### src/hdl/tccu_pkg.sv
// Purpose: Shared constants and types for the timer capture/compare unit
// Assumes: APB word registers, byte address is four times the index
// Notes:   Mode codes follow the unit_mode_select field encoding
package tccu_pkg;

    // Register indices; byte address = index * 4
    localparam logic [7:0] IDX_CAPTURE_VALUE_LOW  = 8'h15;
    localparam logic [7:0] IDX_CAPTURE_VALUE_HIGH = 8'h16;
    localparam logic [7:0] IDX_CAPTURE_COMPARE_CONTROL = 8'h17;
    localparam logic [7:0] IDX_UNIT_EVENT_STATUS  = 8'h18;

    // Field positions of capture_compare_control and of the status register
    localparam int CTRL_MODE_LSB      = 0;
    localparam int CTRL_DUTY_LSB_LOWER = 4;
    localparam int CTRL_DUTY_LSB_UPPER = 5;
    localparam int STATUS_FLAG_BIT    = 0;

    // Values after reset
    localparam logic [5:0]  CTRL_RESET    = 6'h00;
    localparam logic [15:0] VALUE_RESET   = 16'h0000;
    localparam logic [3:0]  PRESC_RESET   = 4'h0;

    // Mode codes
    localparam logic [3:0] MODE_OFF       = 4'h0;
    localparam logic [3:0] MODE_CAP_FALL  = 4'h4;
    localparam logic [3:0] MODE_CAP_RISE  = 4'h5;
    localparam logic [3:0] MODE_CAP_RISE4 = 4'h6;
    localparam logic [3:0] MODE_CAP_RISE16 = 4'h7;
    localparam logic [3:0] MODE_CMP_SET   = 4'h8;
    localparam logic [3:0] MODE_CMP_CLR   = 4'h9;
    localparam logic [3:0] MODE_CMP_SOFT  = 4'hA;
    localparam logic [3:0] MODE_CMP_TRIG  = 4'hB;
    localparam logic [1:0] GROUP_CAPTURE  = 2'b01;
    localparam logic [1:0] GROUP_COMPARE  = 2'b10;

    // Prescaler masks: capture when the counted edges fill the mask
    localparam logic [3:0] MASK_EVERY1  = 4'h0;
    localparam logic [3:0] MASK_EVERY4  = 4'h3;
    localparam logic [3:0] MASK_EVERY16 = 4'hF;

    typedef struct packed {
        logic       duty_lsb_upper;
        logic       duty_lsb_lower;
        logic [3:0] unit_mode_select;
    } tccu_ctrl_s;

endpackage : tccu_pkg

### src/hdl/tccu_top.sv
// Purpose: Timer capture/compare unit with APB register access
// Assumes: timer_count and port inputs are on pclk; unit_pin_in is async
// Notes:   PWM datapath lives elsewhere; only duty LSB storage is kept
//
// The APB register port is this design's own decision.
`timescale 1ns/1ps

module tccu_top #(
    parameter int ADDR_W = 8
) (
    // Clock, reset, freeze
    input  wire logic              pclk,
    input  wire logic              presetn,
    input  wire logic              ce,
    // APB slave
    input  wire logic              psel,
    input  wire logic              penable,
    input  wire logic              pwrite,
    input  wire logic [ADDR_W-1:0] paddr,
    input  wire logic [31:0]       pwdata,
    output logic                   pready,
    output logic [31:0]            prdata,
    output logic                   pslverr,
    // Reference timer
    input  wire logic [15:0]       timer_count,
    output logic                   timer_reset,
    output logic                   conversion_start,
    // Unit pin and port
    input  wire logic              unit_pin_in,
    output logic                   unit_pin_out,
    output logic                   unit_pin_oe_n,
    input  wire logic              port_direction,
    input  wire logic              port_data_latch,
    // Status
    output logic                   unit_event_flag
);

    if (ADDR_W < 7 || ADDR_W > 32)
    begin : g_addr_check
        $error("tccu_top: ADDR_W must lie in 7..32");
    end

    function automatic logic addr_hit(input logic [ADDR_W-1:0] a,
                                      input logic [7:0] idx);
        logic [ADDR_W-1:0] byte_addr;
        byte_addr = ADDR_W'({idx, 2'b00});
        return a == byte_addr;
    endfunction : addr_hit

    function automatic logic [3:0] presc_mask(input logic [3:0] m);
        logic [3:0] r;
        r = tccu_pkg::MASK_EVERY1;
        case (m)
            tccu_pkg::MODE_CAP_RISE4:  r = tccu_pkg::MASK_EVERY4;
            tccu_pkg::MODE_CAP_RISE16: r = tccu_pkg::MASK_EVERY16;
            default:                   r = tccu_pkg::MASK_EVERY1;
        endcase
        return r;
    endfunction : presc_mask

    tccu_pkg::tccu_ctrl_s ctrl;
    logic [15:0]          cap_value;
    logic [3:0]           presc;
    logic                 pin_s1;
    logic                 pin_s2;
    logic                 pin_s3;
    logic                 pin_level;
    logic                 src_q;
    logic                 match_q;
    logic                 cmp_latch;

    // Bus decode
    wire setup_acc = psel & penable & ~pready;
    wire access    = psel & penable & pready;
    wire wr        = access & pwrite;
    wire hit_low   = addr_hit(paddr, tccu_pkg::IDX_CAPTURE_VALUE_LOW);
    wire hit_high  = addr_hit(paddr, tccu_pkg::IDX_CAPTURE_VALUE_HIGH);
    wire hit_ctrl  = addr_hit(paddr, tccu_pkg::IDX_CAPTURE_COMPARE_CONTROL);
    wire hit_stat  = addr_hit(paddr, tccu_pkg::IDX_UNIT_EVENT_STATUS);
    wire hit_any   = hit_low | hit_high | hit_ctrl | hit_stat;
    wire wr_low    = wr & hit_low;
    wire wr_high   = wr & hit_high;
    wire wr_ctrl   = wr & hit_ctrl;
    wire wr_clear  = wr & hit_stat & pwdata[tccu_pkg::STATUS_FLAG_BIT];
    // Bits 7-6 are unimplemented, so only 5-0 decide a zero write
    wire ctrl_zero_write = wr_ctrl & (pwdata[5:0] == 6'h00);

    wire [3:0] mode = ctrl.unit_mode_select;
    wire is_capture = mode[3:2] == tccu_pkg::GROUP_CAPTURE;
    wire is_compare = mode[3:2] == tccu_pkg::GROUP_COMPARE;

    // Output pin shows the port latch, so its toggles are edges too
    wire cap_src = port_direction ? pin_level : port_data_latch;
    wire rise    = cap_src & ~src_q;
    wire fall    = ~cap_src & src_q;
    wire [3:0] mask = presc_mask(mode);
    wire rise_evt = rise & ((presc & mask) == mask);
    wire cap_evt  = is_capture &
                    ((mode == tccu_pkg::MODE_CAP_FALL) ? fall
                                                       : rise_evt);

    // Edge history survives switches between capture modes; stale edges may flag
    wire [3:0] next_presc = !is_capture ? tccu_pkg::PRESC_RESET
                          : rise ? presc + 4'h1 : presc;

    wire match   = is_compare & (timer_count == cap_value);
    // A stalled timer holds equality; act once per arrival
    wire cmp_hit = match & ~match_q;
    wire is_set  = mode == tccu_pkg::MODE_CMP_SET;
    wire is_clr  = mode == tccu_pkg::MODE_CMP_CLR;
    wire is_trig = mode == tccu_pkg::MODE_CMP_TRIG;
    wire next_cmp_latch = ctrl_zero_write       ? 1'b0
                        : (cmp_hit & is_set)    ? 1'b1
                        : (cmp_hit & is_clr)    ? 1'b0
                        : cmp_latch;
    wire next_pin_out = is_compare ? next_cmp_latch : port_data_latch;

    // Set beats a same-cycle software clear
    wire next_flag = cap_evt | cmp_hit |
                     (unit_event_flag & ~wr_clear);

    wire [15:0] next_cap_value =
        cap_evt ? timer_count
      : {wr_high ? pwdata[7:0] : cap_value[15:8],
         wr_low  ? pwdata[7:0] : cap_value[7:0]};

    // Duty LSBs are stored in every mode, used only by PWM
    wire [5:0] ctrl_bits = ctrl;
    wire [31:0] read_word =
        hit_low  ? {24'h000000, cap_value[7:0]}
      : hit_high ? {24'h000000, cap_value[15:8]}
      : hit_ctrl ? {26'h0000000, ctrl_bits}
      : hit_stat ? {31'h00000000, unit_event_flag}
      : 32'h00000000;

    // Pin synchroniser; a change counts once stages 2 and 3 agree
    always_ff @(posedge pclk or negedge presetn)
    begin
        if (!presetn)
        begin
            pin_s1    <= 1'b0;
            pin_s2    <= 1'b0;
            pin_s3    <= 1'b0;
            pin_level <= 1'b0;
        end
        else if (ce)
        begin
            pin_s1 <= unit_pin_in;
            pin_s2 <= pin_s1;
            pin_s3 <= pin_s2;
            if (pin_s2 == pin_s3)
                pin_level <= pin_s3;
        end
    end

    always_ff @(posedge pclk or negedge presetn)
    begin
        if (!presetn)
        begin
            ctrl      <= tccu_pkg::CTRL_RESET;
            cap_value <= tccu_pkg::VALUE_RESET;
            presc     <= tccu_pkg::PRESC_RESET;
            src_q     <= 1'b0;
            match_q   <= 1'b0;
            cmp_latch <= 1'b0;
        end
        else if (ce)
        begin
            if (wr_ctrl)
                ctrl <= pwdata[5:0];
            cap_value <= next_cap_value;
            presc     <= next_presc;
            src_q     <= cap_src;
            match_q   <= match;
            cmp_latch <= next_cmp_latch;
        end
    end

    always_ff @(posedge pclk or negedge presetn)
    begin
        if (!presetn)
        begin
            unit_event_flag  <= 1'b0;
            unit_pin_out     <= 1'b0;
            unit_pin_oe_n    <= 1'b1;
            timer_reset      <= 1'b0;
            conversion_start <= 1'b0;
        end
        else if (ce)
        begin
            unit_event_flag  <= next_flag;
            unit_pin_out     <= next_pin_out;
            unit_pin_oe_n    <= port_direction;
            // Trigger has no path to the timer overflow flag
            timer_reset      <= cmp_hit & is_trig;
            conversion_start <= cmp_hit & is_trig;
        end
    end

    // One wait state: ready rises the cycle after access begins
    always_ff @(posedge pclk or negedge presetn)
    begin
        if (!presetn)
        begin
            pready  <= 1'b0;
            prdata  <= 32'h00000000;
            pslverr <= 1'b0;
        end
        else if (ce)
        begin
            pready  <= setup_acc;
            prdata  <= (setup_acc & ~pwrite) ? read_word : 32'h00000000;
            pslverr <= setup_acc & ~hit_any;
        end
    end

    cap_flag_a: assert property (@(posedge pclk) disable iff (!presetn)
        ce && cap_evt |=> unit_event_flag)
        else $error("capture did not set the event flag");

    cap_value_a: assert property (@(posedge pclk) disable iff (!presetn)
        ce && cap_evt |=> cap_value == $past(timer_count))
        else $error("captured value differs from timer count");

    flag_sticky_a: assert property (@(posedge pclk) disable iff (!presetn)
        unit_event_flag && !(ce && wr_clear) |=> unit_event_flag)
        else $error("event flag dropped without software clear");

    presc_zero_a: assert property (@(posedge pclk) disable iff (!presetn)
        ce && !is_capture |=> presc == 4'h0)
        else $error("prescaler not held at zero");

    every_four_a: assert property (@(posedge pclk) disable iff (!presetn)
        ce && mode == tccu_pkg::MODE_CAP_RISE4 && rise && presc[1:0] != 2'h3
        |-> !cap_evt)
        else $error("capture before fourth rising edge");

    cmp_set_a: assert property (@(posedge pclk) disable iff (!presetn)
        ce && cmp_hit && is_set && !ctrl_zero_write
        |=> unit_pin_out && unit_event_flag)
        else $error("set-on-match pin and flag not together");

    cmp_clr_a: assert property (@(posedge pclk) disable iff (!presetn)
        ce && cmp_hit && is_clr |=> !unit_pin_out && unit_event_flag)
        else $error("clear-on-match pin or flag wrong");

    cmp_soft_a: assert property (@(posedge pclk) disable iff (!presetn)
        ce && cmp_hit && mode == tccu_pkg::MODE_CMP_SOFT && !ctrl_zero_write
        |=> cmp_latch == $past(cmp_latch) && unit_event_flag)
        else $error("software match mode moved the pin");

    trig_pulse_a: assert property (@(posedge pclk) disable iff (!presetn)
        ce && cmp_hit && is_trig |=> timer_reset && conversion_start)
        else $error("special trigger missing on match");

    zero_clear_a: assert property (@(posedge pclk) disable iff (!presetn)
        ce && ctrl_zero_write |=> !cmp_latch)
        else $error("zero control write left compare latch high");

    ctrl_read_a: assert property (@(posedge pclk) disable iff (!presetn)
        ce && setup_acc && !pwrite && hit_ctrl |=> prdata[31:6] == 26'h0)
        else $error("control upper bits not read as zero");

    // A frozen answer cycle keeps ready up, so look at last cycle's ce
    apb_ready_a: assert property (@(posedge pclk) disable iff (!presetn)
        ce && setup_acc |=> pready ##1 (!pready || !$past(ce)))
        else $error("ready not a single-cycle answer");

    slverr_map_a: assert property (@(posedge pclk)
        disable iff (!presetn) ce && setup_acc && !hit_any
        |=> pready && pslverr)
        else $error("unmapped access answered without error");

    presc_count_a: assert property (@(posedge pclk)
        disable iff (!presetn) ce && is_capture && rise
        |=> presc == $past(presc) + 4'h1)
        else $error("prescaler missed a rising edge");

    presc_keep_a: assert property (@(posedge pclk)
        disable iff (!presetn) ce && is_capture && !rise
        |=> presc == $past(presc))
        else $error("prescaler moved without an edge");

    rise_every_a: assert property (@(posedge pclk)
        disable iff (!presetn) ce && mode == tccu_pkg::MODE_CAP_RISE
        && rise |-> cap_evt)
        else $error("rising edge not captured");

    every_sixteen_a: assert property (@(posedge pclk)
        disable iff (!presetn) ce && mode == tccu_pkg::MODE_CAP_RISE16
        && rise && presc != 4'hF |-> !cap_evt)
        else $error("capture before sixteenth rising edge");

    fall_every_a: assert property (@(posedge pclk)
        disable iff (!presetn) ce && mode == tccu_pkg::MODE_CAP_FALL
        && fall |-> cap_evt)
        else $error("falling edge not captured");

    off_quiet_a: assert property (@(posedge pclk)
        disable iff (!presetn) ce && mode == tccu_pkg::MODE_OFF
        |-> !cap_evt && !cmp_hit)
        else $error("unit acted while off");

    pwm_quiet_a: assert property (@(posedge pclk)
        disable iff (!presetn) ce && mode[3:2] == 2'h3
        |-> !cap_evt && !cmp_hit)
        else $error("capture or compare in pulse width mode");

    ctrl_store_a: assert property (@(posedge pclk)
        disable iff (!presetn) ce && wr_ctrl
        |=> ctrl_bits == $past(pwdata[5:0]))
        else $error("control bits not stored");

    cap_wins_a: assert property (@(posedge pclk)
        disable iff (!presetn) ce && cap_evt && (wr_low || wr_high)
        |=> cap_value == $past(timer_count))
        else $error("software write beat a capture");

    flag_clear_a: assert property (@(posedge pclk)
        disable iff (!presetn) ce && wr_clear && !cap_evt && !cmp_hit
        |=> !unit_event_flag)
        else $error("software clear left the flag set");

    cmp_equal_a: assert property (@(posedge pclk)
        disable iff (!presetn) ce && is_compare && !match_q
        && timer_count == cap_value |-> cmp_hit)
        else $error("equality not detected");

    trig_quiet_a: assert property (@(posedge pclk)
        disable iff (!presetn) ce && !(cmp_hit && is_trig)
        |=> !timer_reset && !conversion_start)
        else $error("special trigger without a match");

endmodule : tccu_top

### config.mk
export PLATFORM = sky130hd
export DESIGN_NAME = tccu_top
export DESIGN_NICKNAME = d
export VERILOG_FILES = /design/src/hdl/tccu_pkg.sv /design/src/hdl/tccu_top.sv
export SDC_FILE = /design/constraint.sdc
export NUM_CORES = 1
export LEC_CHECK = 0
export BUFFER_PORTS_ARGS = -buffer_cell sky130_fd_sc_hd__buf_2
export CAP_MARGIN = 10
export CORE_MARGIN = 2
export CORE_UTILIZATION = 25
export CTS_BUF_LIST = sky130_fd_sc_hd__clkbuf_4 sky130_fd_sc_hd__clkbuf_8
export CTS_CLUSTER_SIZE = 12
export DETAILED_ROUTE_END_ITERATION = 6
export HOLD_SLACK_MARGIN = 0.05
export MAX_ROUTING_LAYER = met4
export SYNTH_ARGS = -nofsm -noshare
export SYNTH_HDL_FRONTEND = slang
export SYNTH_SLANG_ARGS = --single-unit
### constraint.sdc
create_clock -name pclk -period 1.6 [get_ports pclk]
set_input_delay 0.08 -clock pclk [delete_from_list [all_inputs] [get_ports pclk]]
set_output_delay 0.08 -clock pclk [all_outputs]
set_load 0.1 [all_outputs]
==> results list, run 1 <==
- The internal power of the cells totals 1842 uW.
- At the worst endpoint, the required time is 1790 ps.
* Per-cell via count in the routed design: 4.687
- # setup viols final: 20
- Of all flip-flops after synthesis, the portion carrying an async set or reset was 100.0%.
* Power per cell area: 676.9 nW/um2
- Area growth from synthesis to layout: 47.47%
* DRT Wirelength: 8531 um
* Placeable core area: 10,940 um2
* FP Rows: 38
* Maximum level of the CTS H-tree: 2
- Top Ports: 104
- Counting the buffers created by CTS gives 5.
- Crit path time final: 1854 ps
- The count of endpoints failing hold in the final timing report was 0.
- Fraction of layout instances using a drive strength above 1: 53.81%
- For this design, the slowest cell found on the critical path is sky130_fd_sc_hd__dfrtp_1.
* Count of flip-flops with a built-in enable after synthesis: 0
* Power spent charging and discharging nets: 972.8 uW
- Max-slew violation total from the final report: 0
- Of the total power, combinational logic draws 26.0%.
* Switching share of power: 34.56%
- Walking the worst path, the cells encountered are xor2_1, nor4_2, nand2_1, nor3_4, a31oi_2, o31a_1.
- From left edge to right edge, the die measures 110.2 um.
- Across all setup checks in the final design, the least slack found is -254.4 ps.
- Setup repair after global routing could not meet its margin everywhere.
- Across the run, the number of max-cap violations was 0.
* Clock network fraction of design power: 29.0%
- Clk buf depth: 2
- For this design, the sink count on the clock tree is 47.
- IR drop worst, VDD: 0.3206 mV
* Post-detailed-placement half-perimeter wirelength: 5966 um
* DRT iter0 DRCs: 138
- Post-Synthesis Cell Area: 2820 um2
- In the global route stage, overall resource usage came out at 14.04%.
- Clock skew on the completed layout was measured at 6.933 ps.
- TritonCTS built the clock tree.
* Remaining antenna violation count after routing: 0
- The number of global-route vias before repair came to 2,574.
- In this run the static leakage power is 0.001929 uW.
* Filler cells: 1,099
- Cell chosen for the clock root: sky130_fd_sc_hd__clkbuf_8
- The number of different library cells used by synthesis comes to 50.
- For the worst setup path, the data arrival time is 2050 ps.
* Crit path max fanout: 3
* Delay-heaviest family, CP: simple AND/OR/NAND/NOR gates
- Buffers and inverters on the worst path: 0
- Top flip-flop cell by instance count after synthesis: sky130_fd_sc_hd__dfrtp_1
* Total Die Area: 12,150 um2
- The worst setup path is of the flop to flop kind.
- The number of antenna violations at the first check in global routing is 0.
- In the final design database the tool counted 472 nets.
- The tightest min-delay check is of the primary input to flop type.
* Number of vias in the routed layout: 2,564
- Clock transition at the registers of the reported paths: 90 ps
- Clock insertion delay at the later pin of the skew report: 300 ps
* Final Cycle Share: 115.9%
- Avg Inst Size Synth: 9.758 um2
- The count of buffers added on input and output ports is 55.
* Initial standard-cell utilization of the core: 25.79%
* Sequential-to-total area share from yosys stat: 41.75%
* Number of antenna cells inserted: 0
- Yosys printed 0 warnings.
- The final reports fail on negative setup slack.
* Wire per inst: 15.60 um
- Final standard cell utilization of the core: 38.03%
- Synthesis produced 289 cells.
- The first global-routing pass estimated 12,720 um of wire.
* Peak Freq: 0.5393 GHz
- Remaining global-route overflow: 0
- Startpoint types: flop
- In this design, the stage delay of the slowest critical-path cell is 400 ps.
* Result of the run: finished, violations left
- Measured along the y axis, the die boundary spans 110.2 um.
- Drt drc: 0
* Reg power frac: 45.1%
* Maximum number of pins on one net before global-route repair: 26
- Routability-driven placement congestion ratio: 0.8578
- First-pass iteration count of the detailed router: 4
* PnR Total Power: 2815 uW
- Number of storage elements in the synthesis netlist: 47
- The worst setup path is captured at a flop.
==> what timing repair did <==
item	4_1_cts	5_1_grt
hold buffers	3	0
buffers inserted	12	5
gates resized for setup	46	48
endpoints found under the setup margin	22	32
pin swaps	11	20
cloned	0	1
hold endpoints to repair	19	0
==> layer usage <==
metal  up-vias  wire length [um]  global-route usage, %
li1       1206                 -                      -
met1      1278              3776                  17.93
met2        71              4236                  22.74
met3         9               407                  3.116
met4         0               110                  3.393
met5         -                 0                      -
==> power groups by stage <==
| stage | combinational (uW) | sequential [uW] | clock (uW) |
|---|---|---|---|
| finish | 731 | 1270 | 815 |
| global route | 775 | 1280 | 895 |
| CTS | 700 | 1270 | 845 |
| detailed placement | 663 | 1290 | 0 |
| global placement | 657 | 1290 | 0 |
| floorplan | 435 | 1360 | 0 |
==> stage by stage <==
step	hold WS, ps	setup WS (ps)	cell area, um2	setup TNS (ps)	cells
after global routing	76.50	-335.6	4159	-5146	547
after floorplan	-215.6	-271.7	2935	-3034	312
after CTS	76.72	-171.3	3885	-2068	542
final	84.81	-254.4	4159	-3461	547
after global placement	55.01	-207.5	3486	-2091	520
after detailed placement	51.97	-269.7	3486	-3013	520
==> area by class of cell <==
type | instances | area [um2] | share of cell area [%]
Multi-Input combinational cell | 215 | 1777 | 42.72
Sequential cell | 47 | 1182 | 28.43
Timing Repair Buffer | 123 | 868.3 | 20.88
Tap cell | 140 | 175.2 | 4.212
Clock buffer | 8 | 103.9 | 2.497
Inverter | 14 | 52.55 | 1.264
==> cells in the mapped netlist (all sizes together), types with 4 or more instances <==
library cell,count,area share (%)
dfrtp,46,41
nor2,32,4.3
buf,31,8.8
a21oi,26,5.4
o22ai,20,5.5
xor2,17,5.3
inv,14,1.9
o21ai,14,2.5
nand2,11,1.5
mux2,10,4.0
nor2b,8,1.8
nor3,8,1.6
nand3,6,1.2
clkbuf,5,0.67
nand4,5,1.1
nand2b,4,1.2
nor4,4,0.89
==> placed cells by master (no fill, tap or decap), types with 3 or more instances in the layout <==
master	count
sky130_fd_sc_hd__mux2_4	6
sky130_fd_sc_hd__conb_1	24
sky130_fd_sc_hd__nor2b_1	7
sky130_fd_sc_hd__nor3_2	5
sky130_fd_sc_hd__a21oi_1	13
sky130_fd_sc_hd__buf_2	55
sky130_fd_sc_hd__o21ai_0	8
sky130_fd_sc_hd__buf_6	10
sky130_fd_sc_hd__clkbuf_8	7
sky130_fd_sc_hd__inv_1	13
sky130_fd_sc_hd__o21ai_2	4
sky130_fd_sc_hd__buf_4	52
sky130_fd_sc_hd__dfrtp_1	44
sky130_fd_sc_hd__mux2_2	4
sky130_fd_sc_hd__nand2b_1	3
sky130_fd_sc_hd__nor2_1	14
sky130_fd_sc_hd__nor2_4	9
sky130_fd_sc_hd__a21oi_2	13
sky130_fd_sc_hd__o22ai_2	13
sky130_fd_sc_hd__dlygate4sd3_1	3
sky130_fd_sc_hd__nor2_2	9
sky130_fd_sc_hd__nand2_1	10
sky130_fd_sc_hd__xor2_1	17
sky130_fd_sc_hd__o22ai_4	5
sky130_fd_sc_hd__nand4_1	5
sky130_fd_sc_hd__nand3_1	4
==> sequential cells by signal, indices dropped and copies added (netlist names) <==
name	cells
unit_pin_oe_n	1
conversion_start	1
mode	4
cap_value	16
presc	4
pslverr	1
unit_pin_out	1
pin_s2	1
src_q	1
cmp_latch	1
unit_event_flag	1
match_q	1
pready	1
ctrl	2
prdata	8
pin_level	1
pin_s1	1
pin_s3	1
==> worst paths after layout <==
kind	start	to	slack, ps	cells after the start
worst max-delay path	cap_value[4]	unit_pin_out	-250	6
worst min-delay path	port_direction	unit_pin_oe_n	80	2
worst max register to register	cap_value[4]	unit_pin_out	-250	6
worst min register to register	pin_s3	pin_level	510	2
max in group asynchronous	presetn	unit_pin_oe_n	700	3
min in group asynchronous	presetn	prdata[5]	250	2
==> kinds of logic (layout without fill, tap and decap cells) <==
family	after synthesis	after routing	share of synthesized area, %
buf+inv	50	145	11.36
flops	47	47	41.75
simple gates	88	88	17.08
fa+ha+maj	1	1	0.4436
xor+xnor	19	19	5.901
compound gates	71	71	18.50
mux	12	12	4.836
other cells	1	24	0.1330
==> worst register-to-register path, delay by kind of cell (launching register included) <==
| kind | cells | cell delay, ps |
|---|---|---|
| compound gates | 2 | 370 |
| flops | 1 | 400 |
| xor+xnor | 1 | 150 |
| simple gates | 3 | 810 |
Power figures use the tool's default switching activity.
==> run 2, diff against run 1 <==
Settings changed: SETUP_SLACK_MARGIN set to 0.5.
==> run 2 against run 1 <==
The flow finishes with violations (negative hold slack, negative setup slack). Largest cell class unchanged. Clock skew is 12 ps higher. Global-route usage shrank 0.40 points. Combinational power rose by 7.3%. Maximum frequency up 4.4%. Critical path depth stayed put. Via count shrank 2.5%. Final cell count fell by 0.73%. Design area up 2.2%. Utilization grew 0.84 points.
==> results list, run 2 (synthesized netlist as in run 1, its figures left out) <==
- Result of the run: finished, violations left (unchanged).
- Failing checks: negative hold slack, negative setup slack (was negative setup slack)
- Critical path, cell by cell: xor2_1, nor4_1, nand4_1, nor3_2, a31oi_1, o31a_1 (was xor2_1, nor4_2, nand2_1, nor3_4, a31oi_2, o31a_1).
- Hold Path Class: primary input to asynchronous set/reset pin (was primary input to flop)
- The number of nets in the layout came to 468 (was 472).
- Top Registers: cap_value x16, prdata x8 (unchanged).
- Worst R2R Path Depth: 6 (unchanged)
- Remaining global-route overflow: 0 (unchanged)
- The share of the clock period used by the worst path after layout is 111.1% (was 115.9%).
- Power per cell area: 658.4 nW/um2 (was 676.9 nW/um2)
* Clock transition at the registers of the reported paths: 100 ps (was 90 ps)
* Worst hold margin: -164.4 ps (was 84.81 ps)
- Drt drc: 0 (unchanged)
- The slowest cell on the critical path was sky130_fd_sc_hd__dfrtp_1 (unchanged).
* Maximum number of pins on one net before global-route repair: 34 (was 26)
- Standard cell area after detailed placement: 3535 um2 (was 3486 um2)
- The clock latency of the later-clocked register in the worst-skew pair came to 300 ps (about the same).
- The global-route usage over all layers came to 13.64% (was 14.04%).
* Data required time at the worst endpoint: 1790 ps (about the same)
- At the pin with the least slew margin, the transition time is 785.0 ps.
- The H-tree depth reported by CTS is 2 (unchanged).
- First-pass iteration count of the detailed router: 4 (unchanged)
* Reg with most FFs: cap_value (unchanged)
- Worst-case setup margin in the final layout: -177.1 ps (was -254.4 ps)
- The number of global-route vias before repair is 2,431 (was 2,574).
- DRT met1 WL: 3761 um (was 3776 um)
- The source of the worst register-to-register timing path is cap_value[15] (was cap_value[4]).
- First-pass GRT wire length: 12,410 um (was 12,720 um)
* Final worst clock skew: 19.33 ps (was 6.933 ps)
* Die height: 110.2 um (unchanged)
* Number of maximum-capacitance violations: 0 (unchanged)
- The internal reg-to-reg setup slack is -180 ps (was -250 ps).
- DR top layer: met4 (unchanged)
- Post-detailed-placement half-perimeter wirelength: 5879 um (was 5966 um)
* Clk buf depth: 2 (unchanged)
* Inserted Clock Buffers: 5 (unchanged)
* Cell chosen for the clock root: sky130_fd_sc_hd__clkbuf_8 (unchanged)
- Max FFs per register: 16 (unchanged)
- The sink count of the clock tree is 47 (unchanged).
* Placeable core area: 10,940 um2 (unchanged)
* Count of buffers from port buffering: 55 (unchanged)
- Crit path max fanout: 3 (unchanged)
- Leak Pwr: 0.001919 uW (was 0.001929 uW)
- Final standard cell utilization of the core: 38.87% (was 38.03%)
- The count of pins on the block boundary is 104 (unchanged).
- The detailed route wirelength on metal3 was 486 um (was 407 um).
* Startpoint types: flop (unchanged)
- Setup repair after global routing missed its margin: true (unchanged)
* DRT Wirelength: 8105 um (was 8531 um)
* Rel. slew slack: 47.67%
- Routability-driven placement congestion ratio: 0.8355 (was 0.8578)
- IR drop worst, VDD: 0.3315 mV (was 0.3206 mV)
* Fraction of layout instances using a drive strength above 1: 55.83% (was 53.81%)
* Peak Freq: 0.5627 GHz (was 0.5393 GHz)
- Count of hold-fix buffers inserted at cts: 2 (was 3)
- The width of the die is 110.2 um (unchanged).
- # setup viols final: 20 (unchanged)
- Number of antenna violations at the first check in global routing: 0 (unchanged)
- Kind of critical path: flop to flop (unchanged)
- The floorplan row count was 38 (unchanged).
- The critical path data arrival time is 1960 ps (was 2050 ps).
- TritonCTS clock tree: done (unchanged)
- The sum of met2 wire segment lengths after detailed routing came to 3725 um (was 4236 um).
* Number of antenna cells inserted: 0 (unchanged)
- The leading cell type in the layout, fill and taps excluded was sky130_fd_sc_hd__buf_4 (was sky130_fd_sc_hd__buf_2).
* Per-cell via count in the routed design: 4.602 (was 4.687)
* Wire per inst: 14.93 um (was 15.60 um)
- CP max stage delay: 400 ps (about the same)
- Endpoint kind of the worst setup timing path: flop (unchanged)
- The count of endpoints failing hold in the final timing report was 30 (was 0).
- Leading cell types in the layout, fill and taps excluded: 59 x sky130_fd_sc_hd__buf_4, 42 x sky130_fd_sc_hd__dfrtp_1, 40 x sky130_fd_sc_hd__buf_2 (was 55 x sky130_fd_sc_hd__buf_2, 52 x sky130_fd_sc_hd__buf_4, 44 x sky130_fd_sc_hd__dfrtp_1)
- Reg-to-reg endpoint: unit_pin_out (unchanged)
* Remaining antenna violation count after routing: 0 (unchanged)
- The area enclosed by the die boundary was 12,150 um2 (unchanged).
- Crit path time final: 1777 ps (was 1854 ps)
* Initial standard-cell utilization of the core: 25.79% (unchanged)
- DRT iter0 DRCs: 112 (was 138)
- The total number of vias was 2,499 (was 2,564).
- The max-slew violation count is 0 (unchanged).
* Total non-filler cell area in the finished layout: 4250 um2 (was 4159 um2)
- Area growth from synthesis to layout: 50.71% (was 47.47%)
==> run 2: cell count changes in the layout (fill, tap and decap cells not counted), sizes merged <==
| cell | before | now |
|---|---|---|
| clkbuf | 9 | 6 |
| clkinv | 0 | 2 |
| buf | 119 | 117 |
| dlygate4sd3 | 3 | 2 |
==> run 2: worst max-delay path: cells and delay by family, from the launching register on <==
kind                      cells  cell delay (ps)
and+or+nand+nor               3              710
DFF                           1              400
AOI/OAI and AO/OA             2              380
xor gates and xnor gates      1              160
==> run 2: repair_timing <==
item                                    in CTS  in global routing
setup buffers                                3                  7
pin swaps                                   19                 12
gates resized for setup                     62                 63
hold endpoints to repair                    32                 30
cloned                                       0                  0
endpoints found under the setup margin      56                 44
==> run 2: cell type report <==
| type | instances | area [um2] |
|---|---|---|
| Clock buffer | 6 | 76.32 |
| Clock inverter | 2 | 13.76 |
| Multi-Input combinational cell | 215 | 1851 |
| Sequential cell | 47 | 1191 |
| Inverter | 14 | 52.55 |
| Tap cell | 140 | 175.2 |
| Fill cell | 1063 | 6685 |
| Timing Repair Buffer | 119 | 890.9 |
==> run 2: metrics by stage <==
step                cells  setup slack, ps  TNS (ps)  power, uW
global placement      523           -160.4     -1999       1960
finish                543           -177.1     -2319       2798
global route          543           -361.1     -4437       2924
CTS                   536           -180.1     -2472       2774
detailed placement    523           -193.4     -2830       1968
floorplan             312           -271.7     -3027       1805
==> run 2: how the worst max path moves through the flow <==
stage,startpoint,to,slack [ps],cells after the start
after CTS,cap_value[15],unit_pin_out,-180,6
after detailed placement,cap_value[1],unit_pin_out,-190,6
after global routing,cap_value[15],unit_pin_out,-360,6
after floorplan,pready,cap_value[8],-270,6
final,cap_value[15],unit_pin_out,-180,6
after global placement,cap_value[13],unit_pin_out,-160,6
==> run 2: routing by layer <==
metal  global-route usage [%]  vias up
met3                    2.528       12
met5                        -        -
li1                         -     1192
met1                    18.79     1204
met4                    4.018        0
met2                    20.46       91
==> run 2: report_power, final <==
| part | internal [uW] | total [uW] | switching (uW) |
|---|---|---|---|
| logic | 235 | 784 | 550 |
| clock network | 326 | 742 | 415 |
| registers | 1230 | 1270 | 38.5 |
